--- config.mk ---
export PLATFORM = sky130hd
export DESIGN_NAME = usb_status_pin_logic
export DESIGN_NICKNAME = d
export VERILOG_FILES = /design/src/design/usp_pkg.sv /design/src/design/usp_nvm_if.sv /design/src/design/usb_status_pin_logic.sv /design/src/design/usp_flash_gen.sv
export SDC_FILE = /design/constraint.sdc
export NUM_CORES = 1
export LEC_CHECK = 0
export BUFFER_PORTS_ARGS = -buffer_cell sky130_fd_sc_hd__buf_2
export CAP_MARGIN = 20
export CORE_AREA = 10 10 82 136
export CTS_CLUSTER_DIAMETER = 40
export DETAILED_ROUTE_END_ITERATION = 7
export DIE_AREA = 0 0 92 146
export GPL_ROUTABILITY_DRIVEN = 0
export PLACE_DENSITY = 0.78
export SYNTH_ARGS = -nofsm -noshare
export SYNTH_HDL_FRONTEND = slang
export SYNTH_HIERARCHICAL = 1
export SYNTH_SLANG_ARGS = --single-unit
export TNS_END_PERCENT = 5
--- constraint.sdc ---
create_clock -name clock -period 3.51 [get_ports clock]
set_input_delay 0.351 -clock clock [delete_from_list [all_inputs] [get_ports clock]]
set_output_delay 0.351 -clock clock [all_outputs]
set_load 0.02 [all_outputs]
--- src/design/usp_pkg.sv ---
// usb status pin logic: shared constants, mode codes, register map
// assumes a 10 MHz device clock and an apb slave port with 32-bit data
// Function
// RULE1 - suspend option on: pin low in suspend
// RULE2 - suspend option on: pin high on resume
// RULE3 - option one: pin mirrors suspend state
// RULE4 - option zero: pin is plain gpio
// RULE5 - config option on: pin low after reset
// RULE6 - config option on: high once host configures
// RULE7 - option one: pin shows configuration state
// RULE8 - option zero: config pin is plain gpio
// RULE9 - transmit indicator mode kept in nonvolatile storage
// RULE10 - modes: off 0, on 1, toggle 3, slow 4, fast 5
// RULE11 - toggle per packet, flash while transmitting
// RULE12 - status inputs synchronous, pin outputs registered
package usp_pkg;
  localparam int unsigned ClockHz = 10_000_000;
  localparam int unsigned SlowPeriodMs = 500;
  localparam int unsigned FastPeriodMs = 100;
  localparam int unsigned SlowHalfCycles = ClockHz / 1000 * SlowPeriodMs / 2;
  localparam int unsigned FastHalfCycles = ClockHz / 1000 * FastPeriodMs / 2;
  localparam int unsigned ActHoldMs = 200;
  localparam int unsigned ActHoldCycles = ClockHz / 1000 * ActHoldMs;

  typedef enum logic [2:0] {
    USP_MODE_OFF = 3'h0,
    USP_MODE_ON = 3'h1,
    USP_MODE_TOGGLE = 3'h3,
    USP_MODE_SLOW = 3'h4,
    USP_MODE_FAST = 3'h5
  } usp_mode_type;

  localparam logic [11:0] CtrlAddr = 12'h000;
  localparam logic [11:0] GpioOutAddr = 12'h004;
  localparam logic [11:0] GpioDirAddr = 12'h008;
  localparam logic [11:0] StatusAddr = 12'h00c;
  localparam logic [11:0] IdAddr = 12'h010;

  localparam int unsigned CtrlSuspBit = 0;
  localparam int unsigned CtrlCfgBit = 1;
  localparam int unsigned CtrlModeLsb = 4;
  localparam int unsigned ModeWidth = 3;
  localparam int unsigned NvmModeLsb = 2;
  localparam int unsigned GpioWidth = 2;

  localparam logic [2:0] ModeReset = 3'h0;
  localparam logic [1:0] GpioOutReset = 2'h0;
  localparam logic [1:0] GpioDirReset = 2'h3;
endpackage

--- src/design/usp_nvm_if.sv ---
`timescale 1ns/1ns
// usb status pin logic: nonvolatile storage port for the saved settings
// assumes the storage loads its value at reset and accepts single-cycle writes
interface usp_nvm_if;
  logic wrEn;
  logic [4:0] wrData;
  logic [4:0] rdData;
  modport ctl (output wrEn, output wrData, input rdData);
  modport mem (input wrEn, input wrData, output rdData);
endinterface

--- src/design/usb_status_pin_logic.sv ---
`timescale 1ns/1ns
// usb status pin logic: shared status pins, indicator mode, apb registers
// assumes usb core levels and packet pulses synchronous to clock
module usb_status_pin_logic #(
  parameter logic [15:0] BlockId = 16'h5a31, // arbitrary value
  parameter int unsigned SlowHalf = usp_pkg::SlowHalfCycles,
  parameter int unsigned FastHalf = usp_pkg::FastHalfCycles,
  parameter int unsigned ActHold = usp_pkg::ActHoldCycles
) (
  input wire logic clock,
  input wire logic rst,
  input wire logic psel,
  input wire logic penable,
  input wire logic pwrite,
  input wire logic [11:0] paddr,
  input wire logic [31:0] pwdata,
  input wire logic [3:0] pstrb,
  output logic [31:0] prdata,
  output logic pready,
  output logic pslverr,
  input wire logic usbSuspended,
  input wire logic usbConfigured,
  input wire logic txPacket,
  input wire logic [4:0] nvmLoadValue,
  output logic nvmWrEn,
  output logic [4:0] nvmWrData,
  input wire logic suspendStatusPinIn,
  output logic suspendStatusPinOut,
  output logic suspendStatusPinOe_n,
  input wire logic configStatusPinIn,
  output logic configStatusPinOut,
  output logic configStatusPinOe_n,
  output logic transmitActivityIndicator
);
  usp_nvm_if nvm ();
  logic suspOpt_r;
  logic cfgOpt_r;
  logic [2:0] modeRaw_r;
  logic [1:0] gpioOut_r;
  logic [1:0] gpioDir_r;
  logic loaded_r;
  logic wrAcc;
  logic rdAcc;
  logic mapped;
  usp_pkg::usp_mode_type mode;

  assign nvm.rdData = nvmLoadValue;
  assign nvmWrEn = nvm.wrEn;
  assign nvmWrData = nvm.wrData;

  assign pready = 1'b1;
  assign mapped = (paddr == usp_pkg::CtrlAddr) || (paddr == usp_pkg::GpioOutAddr) ||
                  (paddr == usp_pkg::GpioDirAddr) || (paddr == usp_pkg::StatusAddr) ||
                  (paddr == usp_pkg::IdAddr);
  assign pslverr = psel && penable && !mapped;
  assign wrAcc = psel && penable && pwrite && mapped && pstrb[0];
  assign rdAcc = psel && !penable && !pwrite;

  always_comb begin
    unique case (modeRaw_r)
      usp_pkg::USP_MODE_ON: mode = usp_pkg::USP_MODE_ON;
      usp_pkg::USP_MODE_TOGGLE: mode = usp_pkg::USP_MODE_TOGGLE; // [RULE10]
      usp_pkg::USP_MODE_SLOW: mode = usp_pkg::USP_MODE_SLOW;
      usp_pkg::USP_MODE_FAST: mode = usp_pkg::USP_MODE_FAST;
      default: mode = usp_pkg::USP_MODE_OFF;
    endcase
  end

  // settings come from nonvolatile storage one cycle after reset release
  always_ff @(posedge clock) begin
    if (rst) begin
      loaded_r <= 1'b0;
      suspOpt_r <= 1'b0;
      cfgOpt_r <= 1'b0;
      modeRaw_r <= usp_pkg::ModeReset;
    end else if (!loaded_r) begin
      loaded_r <= 1'b1;
      suspOpt_r <= nvm.rdData[usp_pkg::CtrlSuspBit];
      cfgOpt_r <= nvm.rdData[usp_pkg::CtrlCfgBit];
      modeRaw_r <= nvm.rdData[usp_pkg::NvmModeLsb +: usp_pkg::ModeWidth]; // [RULE9]
    end else if (wrAcc && paddr == usp_pkg::CtrlAddr) begin
      suspOpt_r <= pwdata[usp_pkg::CtrlSuspBit];
      cfgOpt_r <= pwdata[usp_pkg::CtrlCfgBit];
      modeRaw_r <= pwdata[usp_pkg::CtrlModeLsb +: usp_pkg::ModeWidth]; // [RULE10]
    end
  end

  // every control write is saved so the choice survives power cycles
  always_comb begin
    nvm.wrEn = loaded_r && wrAcc && (paddr == usp_pkg::CtrlAddr); // [RULE9]
    nvm.wrData = {pwdata[usp_pkg::CtrlModeLsb +: usp_pkg::ModeWidth],
                  pwdata[usp_pkg::CtrlCfgBit], pwdata[usp_pkg::CtrlSuspBit]};
  end

  always_ff @(posedge clock) begin
    if (rst) begin
      gpioOut_r <= usp_pkg::GpioOutReset;
      gpioDir_r <= usp_pkg::GpioDirReset;
    end else if (wrAcc && paddr == usp_pkg::GpioOutAddr) begin
      gpioOut_r <= pwdata[usp_pkg::GpioWidth-1:0];
    end else if (wrAcc && paddr == usp_pkg::GpioDirAddr) begin
      gpioDir_r <= pwdata[usp_pkg::GpioWidth-1:0];
    end
  end

  // pins registered once per clock
  always_ff @(posedge clock) begin
    if (rst) begin
      suspendStatusPinOut <= 1'b0;
      suspendStatusPinOe_n <= 1'b1;
    end else if (suspOpt_r) begin
      suspendStatusPinOut <= !usbSuspended; // [RULE1] [RULE2] [RULE3] [RULE12]
      suspendStatusPinOe_n <= 1'b0;
    end else begin
      suspendStatusPinOut <= gpioOut_r[0]; // [RULE4]
      suspendStatusPinOe_n <= gpioDir_r[0];
    end
  end

  always_ff @(posedge clock) begin
    if (rst) begin
      configStatusPinOut <= 1'b0; // [RULE5]
      configStatusPinOe_n <= 1'b1;
    end else if (cfgOpt_r) begin
      configStatusPinOut <= usbConfigured; // [RULE6] [RULE7] [RULE12]
      configStatusPinOe_n <= 1'b0;
    end else begin
      configStatusPinOut <= gpioOut_r[1]; // [RULE8]
      configStatusPinOe_n <= gpioDir_r[1];
    end
  end

  always_ff @(posedge clock) begin
    if (rst) begin
      prdata <= 32'h0;
    end else if (rdAcc) begin
      unique case (paddr)
        usp_pkg::CtrlAddr: prdata <= {25'h0, modeRaw_r, 2'h0, cfgOpt_r, suspOpt_r};
        usp_pkg::GpioOutAddr: prdata <= {30'h0, gpioOut_r};
        usp_pkg::GpioDirAddr: prdata <= {30'h0, gpioDir_r};
        usp_pkg::StatusAddr: prdata <= {26'h0, transmitActivityIndicator, usbConfigured,
                                        usbSuspended, loaded_r, configStatusPinIn,
                                        suspendStatusPinIn};
        usp_pkg::IdAddr: prdata <= {16'h0, BlockId};
        default: prdata <= 32'h0;
      endcase
    end
  end

  usp_flash_gen #(
    .SlowHalf(SlowHalf),
    .FastHalf(FastHalf),
    .ActHold(ActHold)
  ) u_flash (
    .clock(clock),
    .rst(rst),
    .mode(mode),
    .txPacket(txPacket),
    .ledOut(transmitActivityIndicator)
  );
endmodule

--- src/design/usp_flash_gen.sv ---
`timescale 1ns/1ns
// usb status pin logic: transmit activity indicator generator
// assumes packet pulses are one cycle and synchronous to clock
module usp_flash_gen #(
  parameter int unsigned SlowHalf = usp_pkg::SlowHalfCycles,
  parameter int unsigned FastHalf = usp_pkg::FastHalfCycles,
  parameter int unsigned ActHold = usp_pkg::ActHoldCycles
) (
  input wire logic clock,
  input wire logic rst,
  input wire usp_pkg::usp_mode_type mode,
  input wire logic txPacket,
  output logic ledOut
);
  logic [31:0] phaseCnt_r;
  logic [31:0] actCnt_r;
  logic toggle_r;
  logic blink_r;
  logic active;
  logic [31:0] halfLim;

  assign active = (actCnt_r != 32'h0);
  assign halfLim = (mode == usp_pkg::USP_MODE_FAST) ? FastHalf : SlowHalf;

  // activity window restarts on every packet
  always_ff @(posedge clock) begin
    if (rst) begin
      actCnt_r <= 32'h0;
    end else if (txPacket) begin
      actCnt_r <= ActHold;
    end else if (active) begin
      actCnt_r <= actCnt_r - 32'h1;
    end
  end

  always_ff @(posedge clock) begin
    if (rst) begin
      toggle_r <= 1'b0;
    end else if (txPacket) begin
      toggle_r <= ~toggle_r; // [RULE11]
    end
  end

  // flash phase runs only during activity
  always_ff @(posedge clock) begin
    if (rst || !active) begin
      phaseCnt_r <= 32'h0;
      blink_r <= 1'b0;
    end else if (phaseCnt_r + 32'h1 >= halfLim) begin
      phaseCnt_r <= 32'h0;
      blink_r <= ~blink_r; // [RULE11]
    end else begin
      phaseCnt_r <= phaseCnt_r + 32'h1;
    end
  end

  always_ff @(posedge clock) begin
    if (rst) begin
      ledOut <= 1'b0;
    end else begin
      unique case (mode)
        usp_pkg::USP_MODE_OFF: ledOut <= 1'b0;
        usp_pkg::USP_MODE_ON: ledOut <= 1'b1;
        usp_pkg::USP_MODE_TOGGLE: ledOut <= toggle_r;
        usp_pkg::USP_MODE_SLOW,
        usp_pkg::USP_MODE_FAST: ledOut <= blink_r;
        default: ledOut <= 1'b0;
      endcase
    end
  end
endmodule

==> results of run 1 <==
-- routing by layer --
layer	global-route usage [%]	vias up
met1	15.8	1870
met2	28.9	121
li1	-	1963
met4	8.53	0
met3	3.98	29
met5	0	-
-- worst max-delay path by stage --
stage,from,to,slack [ns],depth (start not counted)
after CTS,u_flash/phaseCnt_r[0],u_flash/phaseCnt_r[11],0.27,10
after detailed placement,u_flash/phaseCnt_r[0],u_flash/phaseCnt_r[11],0.28,10
after global routing,u_flash/phaseCnt_r[0],u_flash/phaseCnt_r[11],0.03,10
final,u_flash/phaseCnt_r[0],u_flash/phaseCnt_r[11],0.25,10
after global placement,u_flash/phaseCnt_r[0],u_flash/phaseCnt_r[11],0.37,10
after floorplan,u_flash/phaseCnt_r[0],u_flash/phaseCnt_r[11],0.74,12
-- report_power, final --
| group | switching [W] | total [W] | internal, W | leakage, nW |
|---|---|---|---|---|
| Clock | 0.000379 | 0.00109 | 0.000707 | 0.162 |
| Combinational | 0.000165 | 0.000268 | 0.000104 | 1.07 |
| Sequential | 0.0000394 | 0.00109 | 0.00105 | 0.728 |
-- worst register-to-register path, cell delays in order (launching register included) --
cell       delay, ns
dfxtp_1         0.40
ha_1            0.23
and3_1          0.40
nand4_1         0.17
xnor2_1         0.30
ha_1            0.31
a2111oi_2       0.30
a311oi_1        0.08
o2111a_1        0.29
or3b_4          0.53
a21oi_1         0.17
-- layout make-up --
class / instances / area (µm²) / area share [%]
Multi-Input combinational cell: 425 / 2580 / 49.9
Clock inverter: 3 / 90.1 / 1.74
Clock buffer: 11 / 243 / 4.70
Timing Repair Buffer: 56 / 283 / 5.48
Sequential cell: 89 / 1780 / 34.5
Inverter: 10 / 37.5 / 0.727
Tap cell: 120 / 150 / 2.91
-- sequential cells by signal (all words and copies together), names as in the netlist --
name,count
u_flash/actCnt_r,32
u_flash/phaseCnt_r,32
prdata,8
modeRaw_r,3
gpioDir_r,2
gpioOut_r,2
cfgOpt_r,1
configStatusPinOe_n,1
configStatusPinOut,1
loaded_r,1
suspOpt_r,1
suspendStatusPinOe_n,1
suspendStatusPinOut,1
u_flash/blink_r,1
u_flash/ledOut,1
u_flash/toggle_r,1
-- synthesized netlist by cell type (4+ instances only) --
| master | n | share of area, % |
|---|---|---|
| dfxtp_1 | 89 | 38 |
| nand4_1 | 10 | 1.3 |
| nand2b_1 | 6 | 0.81 |
| and4_1 | 6 | 1.1 |
| or2_2 | 4 | 0.54 |
| nor2b_1 | 10 | 1.3 |
| nor2_1 | 80 | 6.5 |
| nor4_1 | 12 | 1.6 |
| buf_6 | 4 | 0.97 |
| or4_1 | 7 | 1.1 |
| nand2_1 | 31 | 2.5 |
| ha_1 | 7 | 1.9 |
| a311oi_1 | 8 | 1.5 |
| nor3_1 | 17 | 1.8 |
| xor2_1 | 20 | 3.8 |
| o31ai_1 | 7 | 1.1 |
| xnor2_1 | 26 | 4.9 |
| nand3_1 | 32 | 3.5 |
| a21oi_1 | 27 | 2.9 |
| inv_1 | 10 | 0.81 |
| o21ai_1 | 9 | 0.97 |
| o21ai_0 | 7 | 0.76 |
| buf_4 | 32 | 5.2 |
| and3_1 | 6 | 0.81 |
| clkbuf_1 | 12 | 0.97 |
| or3_1 | 12 | 1.6 |
-- logic make-up after synthesis --
| logic type | count (synthesis) | share of synthesized area (%) |
|---|---|---|
| simple gates | 255 | 29.2 |
| mux | 6 | 1.89 |
| flops | 89 | 38.4 |
| compound gates | 79 | 11.3 |
| xor+xnor | 46 | 8.69 |
| fa+ha+maj | 7 | 1.89 |
| other cells | 3 | 0.243 |
| buf+inv | 62 | 8.34 |
-- per-stage QoR --
stage | instance area, µm² | setup slack (ns)
CTS | 5160 | 0.267
global route | 5160 | 0.0319
finish | 5160 | 0.250
global placement | 4830 | 0.367
floorplan | 4750 | 0.738
detailed placement | 4830 | 0.281
==> key figures, run 1 <==
Timing
  – WHS: between 0.2 and 0.25 ns
  – Final slew viol count: 0
  – Final hold viol count: 0
  – RSZ-0062 raised after global routing: false
  – Final setup fails: 0
  – Max transition margin: 54.5%
  – Peak Freq: just over 300 MHz
  – Skew final: around 0.0045 ns
  – Final period util: 92.9%
  – Setup_tns: 0 ns
  – Least-Margin Pin Slew: 0.676 ns
  – Min cycle time layout: between 3 and 4 ns

Clocking
  – Htree depth: 3
  – Post-CTS Setup Inserts: 0
  – Post-CTS sizing: 0
  – Max Root-Sink Buffers: 2
  – CTS tree: built
  – Clock Root Buffer: clkbuf_16
  – Hold-fix buffers, CTS: 0
  – Worst-skew pair later-pin latency: roughly 0.34 ns
  – CTS buffer count: 9
  – Clock slew at reported path FFs: approximately 0.06 ns
  – CTS sink cnt: 89

Routing
  – Max layer used: met4
  – Drt first pass iters: 5
  – Initial DRC count: 231
  – Wl on met1: around 4300 µm
  – Vias: 3983
  – Post-route DRC: 0
  – Met3 WL post-DR: ~500 µm
  – Wire length per cell: around 15 µm
  – Routed wl met2: 5750 µm
  – Final ANT Viol Nets: 0
  – Vias per cell: ~5.6
  – WL final: 10900 µm

Critical path
  – Most frequent CP cell: ha_1
  – Reg2reg start: u_flash/phaseCnt_r[0]
  – Reg-to-reg setup timing slack: around 0.25 ns
  – Critical path class: reg2reg
  – Crit start category: flip-flop
  – CP max FO: 22
  – Slowest cell delay on critical path: ~0.53 ns
  – R2R depth: 10
  – Slowest cell on crit path: or3b_4
  – RR Endpoint: u_flash/phaseCnt_r[11]
  – WP buf/inv: 0
  – Crit end category: flip-flop
  – Top delay family on crit path: simple AND/OR/NAND/NOR gates
  – Worst Path Required: ~3.8 ns
  – Crit path cell chain: ha_1, and3_1, nand4_1, xnor2_1, ha_1, a2111oi_2, a311oi_1, o2111a_1, or3b_4, a21oi_1
  – Critical Path AT: approximately 3.5 ns

Placement
  – Placed Cells: 700
  – Post-DP HPWL: 8050 µm
  – Port Buffer Count: 55

Finish
  – Finished Core Util: a little under three fifths
  – Most common cell after layout, fill and taps aside: dfxtp_1
  – Most frequent cells in the layout: dfxtp_1, nor2_1, buf_2, nand3_1, conb_1
  – Layout cells sized above 1: 14.6%
  – Filler Cell Count: 820
  – Post-Layout Cell Count: a little over 700
  – Layout area overhead: 11.3%
  – Nets: between 600 and 700
  – N_diodes: 0

Worst hold path
  – Min-Delay Endpoint: suspendStatusPinOut
  – Worst min path class: in2reg
  – Hold Path Stages: 2
  – Worst Hold Launch: usbSuspended

Pwr
  – Pwr dens: around 470 nW/µm²
  – Overall power: about 0.0024 W
  – Leakage Power: 1.96 nW
  – Peak supply drop: ~0.00036 V

Die
  – Row Count: 46
  – Initial Util: between 50% and 60%
  – Die Area: around 13000 µm²
  – I/O pin count: 108
  – Core Area: 8980 µm²
  – Die Wd: roughly 90 µm
  – Die height: 146 µm

GRT
  – GRT Resource Usage Total: between 10% and 20%
  – Initial antenna violation count: 0
  – Global route total overflow: 0
  – Largest net degree at the start of global routing: 30
  – First-pass GRT wire length: about 18000 µm
  – Vias in the first global route: a little over 4000

Job
  – Maxcap violations: 0

Synth
  – Register bit count reported by yosys: 89
  – Yosys warns: 6
  – Post-synthesis sequential area ratio: between 30% and 40%
  – Count of cell types in the netlist: 63
  – Ys flop type: dfxtp_1
  – Cell count after synthesis: 547
  – Number of synthesized flops with an enable pin: 0
  – Async SR Flop Fraction: 0%
  – Mean post-synth cell area: between 8 and 9 µm²
  – Area of the mapped netlist: 4640 µm²

Outcome
  – Status: finished clean
(Power assumes the default switching activity.)
==> inputs of run 2 (changes only) <==
Settings changed: GPL_TIMING_DRIVEN set to 0.
==> run 2 against run 1 <==
Critical path depth rose by 2. Die area unchanged. Clock skew hardly changed. Power fell by 0.71%. Flip-flop and latch count did not move.
==> key figures, run 2 (same netlist as run 1, synthesis figures left out) <==
Outcome
  – Status: finished clean (unchanged)

Finish
  – Nets: 709 (was 661)
  – Filler Cell Count: 793 (was 820)
  – Layout area overhead: 18.3% (was 11.3%)
  – Layout cells sized above 1: 19.3% (was 14.6%)
  – Most common cell after layout, fill and taps aside: dfxtp_1 (unchanged)
  – Finished Core Util: 61.1% (was 57.5%)
  – N_diodes: 0 (unchanged)
  – Post-Layout Cell Count: 764 (was 714)
  – Most frequent cells in the layout: dfxtp_1, nor2_1, buf_2 (was dfxtp_1, nor2_1, buf_2, nand3_1, conb_1)
  – Largest regs: u_flash/actCnt_r (32), u_flash/phaseCnt_r (32), prdata (8) (unchanged)

Routing
  – Post-route DRC: 0 (unchanged)
  – WL final: 11100 µm (was 10900 µm)
  – Drt first pass iters: 5 (unchanged)
  – Vias per cell: 5.42 (was 5.58)
  – Vias: 4143 (was 3983)
  – Initial DRC count: 225 (was 231)
  – Final ANT Viol Nets: 0 (unchanged)
  – Wire length per cell: 14.5 µm (was 15.3 µm)

Timing
  – WHS: 0.219 ns (about the same)
  – Peak Freq: 310 MHz (was 307 MHz)
  – RSZ-0062 raised after global routing: false (unchanged)
  – Max transition margin: 55.5% (was 54.5%)
  – Least-Margin Pin Slew: 0.664 ns (was 0.676 ns)
  – Skew final: 0.00488 ns (was 0.00451 ns)
  – Final slew viol count: 0 (unchanged)
  – Final setup fails: 0 (unchanged)
  – Setup_tns: 0 ns (unchanged)
  – Final period util: 92.0% (was 92.9%)
  – Final hold viol count: 0 (unchanged)
  – Min cycle time layout: 3.23 ns (was 3.26 ns)

Critical path
  – CP max FO: 10 (was 22)
  – Critical path class: reg2reg (unchanged)
  – Critical Path AT: 3.50 ns (was 3.53 ns)
  – Crit end category: flip-flop (unchanged)
  – Worst Path Required: 3.77 ns (was 3.78 ns)
  – Reg-to-reg setup timing slack: 0.28 ns (was 0.25 ns)
  – Crit start category: flip-flop (unchanged)

Pwr
  – Leakage Power: 2.16 nW (was 1.96 nW)
  – Peak supply drop: 0.000327 V (was 0.000357 V)
  – Pwr dens: 442 nW/µm² (was 473 nW/µm²)
  – Overall power: 0.00243 W (was 0.00244 W)

Die
  – Die Area: 13400 µm² (unchanged)
  – I/O pin count: 108 (unchanged)
  – Die Wd: 92 µm (unchanged)
  – Core Area: 8980 µm² (unchanged)
  – Row Count: 46 (unchanged)
  – Die height: 146 µm (unchanged)
  – Initial Util: 51.7% (unchanged)

Clocking
  – Htree depth: 3 (unchanged)
  – Worst-skew pair later-pin latency: 0.34 ns (about the same)
  – Clock slew at reported path FFs: 0.06 ns (about the same)
  – CTS sink cnt: 89 (unchanged)
  – Post-CTS sizing: 0 (unchanged)
  – Post-CTS Setup Inserts: 0 (unchanged)
  – Hold-fix buffers, CTS: 0 (unchanged)
  – CTS buffer count: 9 (unchanged)
  – CTS tree: built (unchanged)
  – Clock Root Buffer: clkbuf_16 (unchanged)
  – Max Root-Sink Buffers: 2 (unchanged)

Placement
  – Placed Cells: 748 (was 700)
  – Port Buffer Count: 52 (was 55)
  – Post-DP HPWL: 8550 µm (was 8050 µm)

Job
  – Maxcap violations: 0 (unchanged)

GRT
  – GRT Resource Usage Total: 16.2% (was 15.9%)
  – Largest net degree at the start of global routing: 15 (was 30)
  – Initial antenna violation count: 0 (unchanged)
  – First-pass GRT wire length: 18400 µm (was 18000 µm)
  – Global route total overflow: 0 (unchanged)
  – Vias in the first global route: 4177 (was 4030)

Worst hold path
  – Worst min path class: in2reg (unchanged)
[run 2: changes by cell type in the layout (fill, tap and decap cells not counted), sizes merged]
cell	before	now
clkinvlp	0	2
buf	56	92
clkbuf	11	24
bufinv	3	2
[run 2: cell type report]
type                       instances  area (µm²)  area share (%)
tap                              120         150            2.74
clock buffer                      12         256            4.67
multi-input combinational        425        2580            47.0
inverter                          10        37.5           0.684
clock inverter                     4        75.1            1.37
sequential                        89        1780            32.5
timing repair buffer              52         260            4.74
buffer                            52         349            6.36
[run 2: path summary, 6_finish.rpt]
| check | to | depth (start not counted) | start |
|---|---|---|---|
| worst min register to register | prdata[6] | 2 | prdata[6] |
| worst min-delay path | suspendStatusPinOut | 2 | usbSuspended |
| worst max register to register | u_flash/phaseCnt_r[11] | 12 | u_flash/phaseCnt_r[0] |
| worst max-delay path | u_flash/phaseCnt_r[11] | 12 | u_flash/phaseCnt_r[0] |
[run 2: layer usage]
layer	vias to the layer above	part of all wire, %	global-route usage, %
met5	-	0	0
met4	0	2.8	7.83
met3	26	5.7	4.91
met2	151	53	29.3
met1	1891	39	16.0
li1	2075	-	-
[run 2: worst max-delay path, stage by stage, from the launching register on]
cell and delay, ns:
dfxtp_1 0.39, ha_1 0.22, nand3_1 0.23, nor3_1 0.61, nand2_1 0.18, xnor2_1 0.19, ha_1 0.21, nand2_1 0.05
or3_1 0.12, nand4_1 0.19, or3b_4 0.47, buf_6 0.16, a21oi_1 0.13
[run 2: through the flow]
step                cell area, µm²  setup WS [ns]
finish                        5490          0.279
global placement              5160          0.395
CTS                           5490          0.314
detailed placement            5160          0.352
floorplan                     4750          0.738
global route                  5490         0.0332
[run 2: power by group]
group	leakage, nW	internal (W)	switching [W]	total [W]
clock network	0.155	0.000662	0.000382	0.00104
registers	0.728	0.00105	0.0000378	0.00109
logic	1.27	0.000125	0.000170	0.000294
==> inputs of run 3 (changes only) <==
Settings changed: CTS_CLUSTER_DIAMETER 40 to 30, PLACE_DENSITY 0.78 to 0.84.
==> run 3 against run 2 <==
Power down 3.8%. Count of clock-buffer cells in the layout down 3. Global-route usage is 0.34 points higher. Utilization down 0.42 points. Setup slack better by 0.016 ns. Clock skew is 0.0019 ns higher. Wire length rose by 2.3%. First-iteration DRC count up 22%. Register-to-register slack improved by 0.02 ns. Sequential share of layout area increased by 0.22 points. Maximum frequency grew 0.49%. Largest cell class unchanged.
==> key figures, run 3 (same netlist as run 1, synthesis figures left out) <==
GRT
  – Global route total overflow: 0 (unchanged)
  – GRT Max-Usage Layer: met2 (unchanged)
  – Met3 Track Usage GR: 4.96% (was 4.91%)
  – First-pass GRT wire length: 18700 µm (was 18400 µm)
  – Largest net degree at the start of global routing: 16 (was 15)
  – Vias in the first global route: 4300 (was 4177)
  – GR Layer Usage met2: 29.9% (was 29.3%)
  – Met1 Use GR: 15.3% (was 16.0%)
  – GRT Resource Usage Total: 16.5% (was 16.2%)
  – Initial antenna violation count: 0 (unchanged)

Critical path
  – Crit end category: flip-flop (unchanged)
  – RR Endpoint: u_flash/phaseCnt_r[21] (was u_flash/phaseCnt_r[11])
  – Critical path class: reg2reg (unchanged)
  – Crit start category: flip-flop (unchanged)
  – Critical Path AT: 3.49 ns (was 3.50 ns)
  – WP buf/inv: 1 (unchanged)
  – Worst Path Required: 3.78 ns (was 3.77 ns)
  – Slowest cell on crit path: nor3_1 (unchanged)
  – Crit path cell chain: ha_1, nand3_1, nor3_1, nand2_1, xnor2_1, ha_1, nand2_1, or3_1, nand4_1, or3b_4, buf_6, nor2b_1 (was ha_1, nand3_1, nor3_1, nand2_1, xnor2_1, ha_1, nand2_1, or3_1, nand4_1, or3b_4, buf_6, a21oi_1)
  – R2R depth: 12 (unchanged)
  – Top delay family on crit path: simple AND/OR/NAND/NOR gates (unchanged)
  – Reg-to-reg setup timing slack: 0.29 ns (was 0.28 ns)
  – Slowest cell delay on critical path: 0.62 ns (was 0.61 ns)
  – CP max FO: 10 (unchanged)
  – Reg2reg start: u_flash/phaseCnt_r[0] (unchanged)

Timing
  – Least-Margin Pin Slew: 0.666 ns (was 0.664 ns)
  – Min cycle time layout: 3.22 ns (was 3.23 ns)
  – Final setup fails: 0 (unchanged)
  – Peak Freq: 311 MHz (was 310 MHz)
  – Skew final: 0.00680 ns (was 0.00488 ns)
  – Max transition margin: 55.2% (was 55.5%)
  – Final hold viol count: 0 (unchanged)
  – RSZ-0062 raised after global routing: false (unchanged)
  – Final slew viol count: 0 (unchanged)
  – Final period util: 91.6% (was 92.0%)
  – Setup_tns: 0 ns (unchanged)

Finish
  – Layout cells sized above 1: 19.3% (about the same)
  – Nets: 709 (unchanged)
  – Largest regs: u_flash/actCnt_r (32), u_flash/phaseCnt_r (32), prdata (8) (unchanged)
  – Most frequent cells in the layout: dfxtp_1, nor2_1, buf_2 (unchanged)
  – Most common cell after layout, fill and taps aside: dfxtp_1 (unchanged)
  – Post-Layout Cell Count: 763 (was 764)
  – Layout area overhead: 17.5% (was 18.3%)
  – N_diodes: 0 (unchanged)

Pwr
  – Leakage Power: 2.13 nW (was 2.16 nW)
  – Pwr dens: 428 nW/µm² (was 442 nW/µm²)
  – Peak supply drop: 0.000334 V (was 0.000327 V)

Clocking
  – Max Root-Sink Buffers: 2 (unchanged)
  – Clock Root Buffer: clkbuf_16 (unchanged)
  – Worst-skew pair later-pin latency: 0.34 ns (about the same)
  – CTS buffer count: 9 (unchanged)
  – CTS sink cnt: 89 (unchanged)
  – Hold-fix buffers, CTS: 0 (unchanged)
  – Htree depth: 3 (unchanged)
  – Post-CTS Setup Inserts: 0 (unchanged)
  – Clock slew at reported path FFs: 0.06 ns (about the same)
  – CTS tree: built (unchanged)
  – Post-CTS sizing: 0 (unchanged)

Routing
  – Wire length per cell: 14.9 µm (was 14.5 µm)
  – Vias: 4198 (was 4143)
  – Initial DRC count: 274 (was 225)
  – Vias per cell: 5.50 (was 5.42)
  – Post-route DRC: 0 (unchanged)
  – Final ANT Viol Nets: 0 (unchanged)
  – WL final: 11300 µm (was 11100 µm)
  – Drt first pass iters: 5 (unchanged)

Worst hold path
  – Min-Delay Endpoint: suspendStatusPinOut (unchanged)
  – Worst min path class: in2reg (unchanged)
  – Worst Hold Launch: usbSuspended (unchanged)
  – Hold Path Stages: 2 (unchanged)

Die
  – Die Wd: 92 µm (unchanged)
  – Core Area: 8980 µm² (unchanged)
  – Initial Util: 51.7% (unchanged)
  – Row Count: 46 (unchanged)
  – Die Area: 13400 µm² (unchanged)
  – Die height: 146 µm (unchanged)
  – I/O pin count: 108 (unchanged)

Outcome
  – Status: finished clean (unchanged)

Placement
  – Port Buffer Count: 52 (unchanged)
  – Placed Cells: 748 (unchanged)
  – Post-DP HPWL: 8770 µm (was 8550 µm)

Job
  – Maxcap violations: 0 (unchanged)
==> run 3: cell types whose count changed in the layout (fill, tap and decap cells not counted), sizes merged <==
cell / before / now
clkbuf: 24 / 21
clkinvlp: 2 / 4
bufinv: 2 / 1
inv: 10 / 11
==> run 3: routing by layer <==
layer | part of all wire, % | up-vias | routed length (µm)
met5 | 0 | - | 0
met4 | 3.9 | 0 | 439
met3 | 5.4 | 33 | 617
met2 | 53 | 158 | 5980
met1 | 38 | 1934 | 4310
li1 | - | 2073 | -
==> run 3: how the worst max path moves through the flow <==
stage	start	end	cells after the start
final	u_flash/phaseCnt_r[0]	u_flash/phaseCnt_r[21]	12
after global routing	u_flash/phaseCnt_r[0]	u_flash/phaseCnt_r[21]	12
after CTS	u_flash/phaseCnt_r[0]	u_flash/phaseCnt_r[17]	12
after detailed placement	u_flash/phaseCnt_r[0]	u_flash/phaseCnt_r[17]	12
after global placement	u_flash/phaseCnt_r[0]	u_flash/phaseCnt_r[21]	12
after floorplan	u_flash/phaseCnt_r[0]	u_flash/phaseCnt_r[11]	12
==> run 3: power breakdown <==
group	total [W]	switching (W)	leakage, nW	internal (W)
registers	0.00109	0.0000397	0.728	0.00105
clock network	0.000948	0.000398	0.130	0.000549
logic	0.000297	0.000172	1.27	0.000125
total	0.00233	0.000610	2.13	0.00172
==> run 3: layout make-up <==
type	count	area (µm²)
clock buffers	9	225
inverters	10	37.5
multi-input cells	425	2580
flip-flops and latches	89	1780
well taps	120	150
clock inverters	6	68.8
plain buffers	52	349
repair buffers	52	260
fillers	780	3530
==> run 3: per-stage QoR <==
step | hold WS (ns) | instance area [µm²] | power, W | util (%) | setup slack (ns)
6_report | 0.259 | 5450 | 0.00233 | 60.7 | 0.295
5_1_grt | 0.258 | 5450 | 0.00242 | 60.7 | 0.0124
4_1_cts | 0.243 | 5450 | 0.00234 | 60.7 | 0.324
3_5_place_dp | 0.440 | 5160 | 0.00140 | 57.4 | 0.327
3_3_place_gp | 0.440 | 5160 | 0.00139 | 57.4 | 0.428
2_1_floorplan | 0.438 | 4750 | 0.00133 | - | 0.738
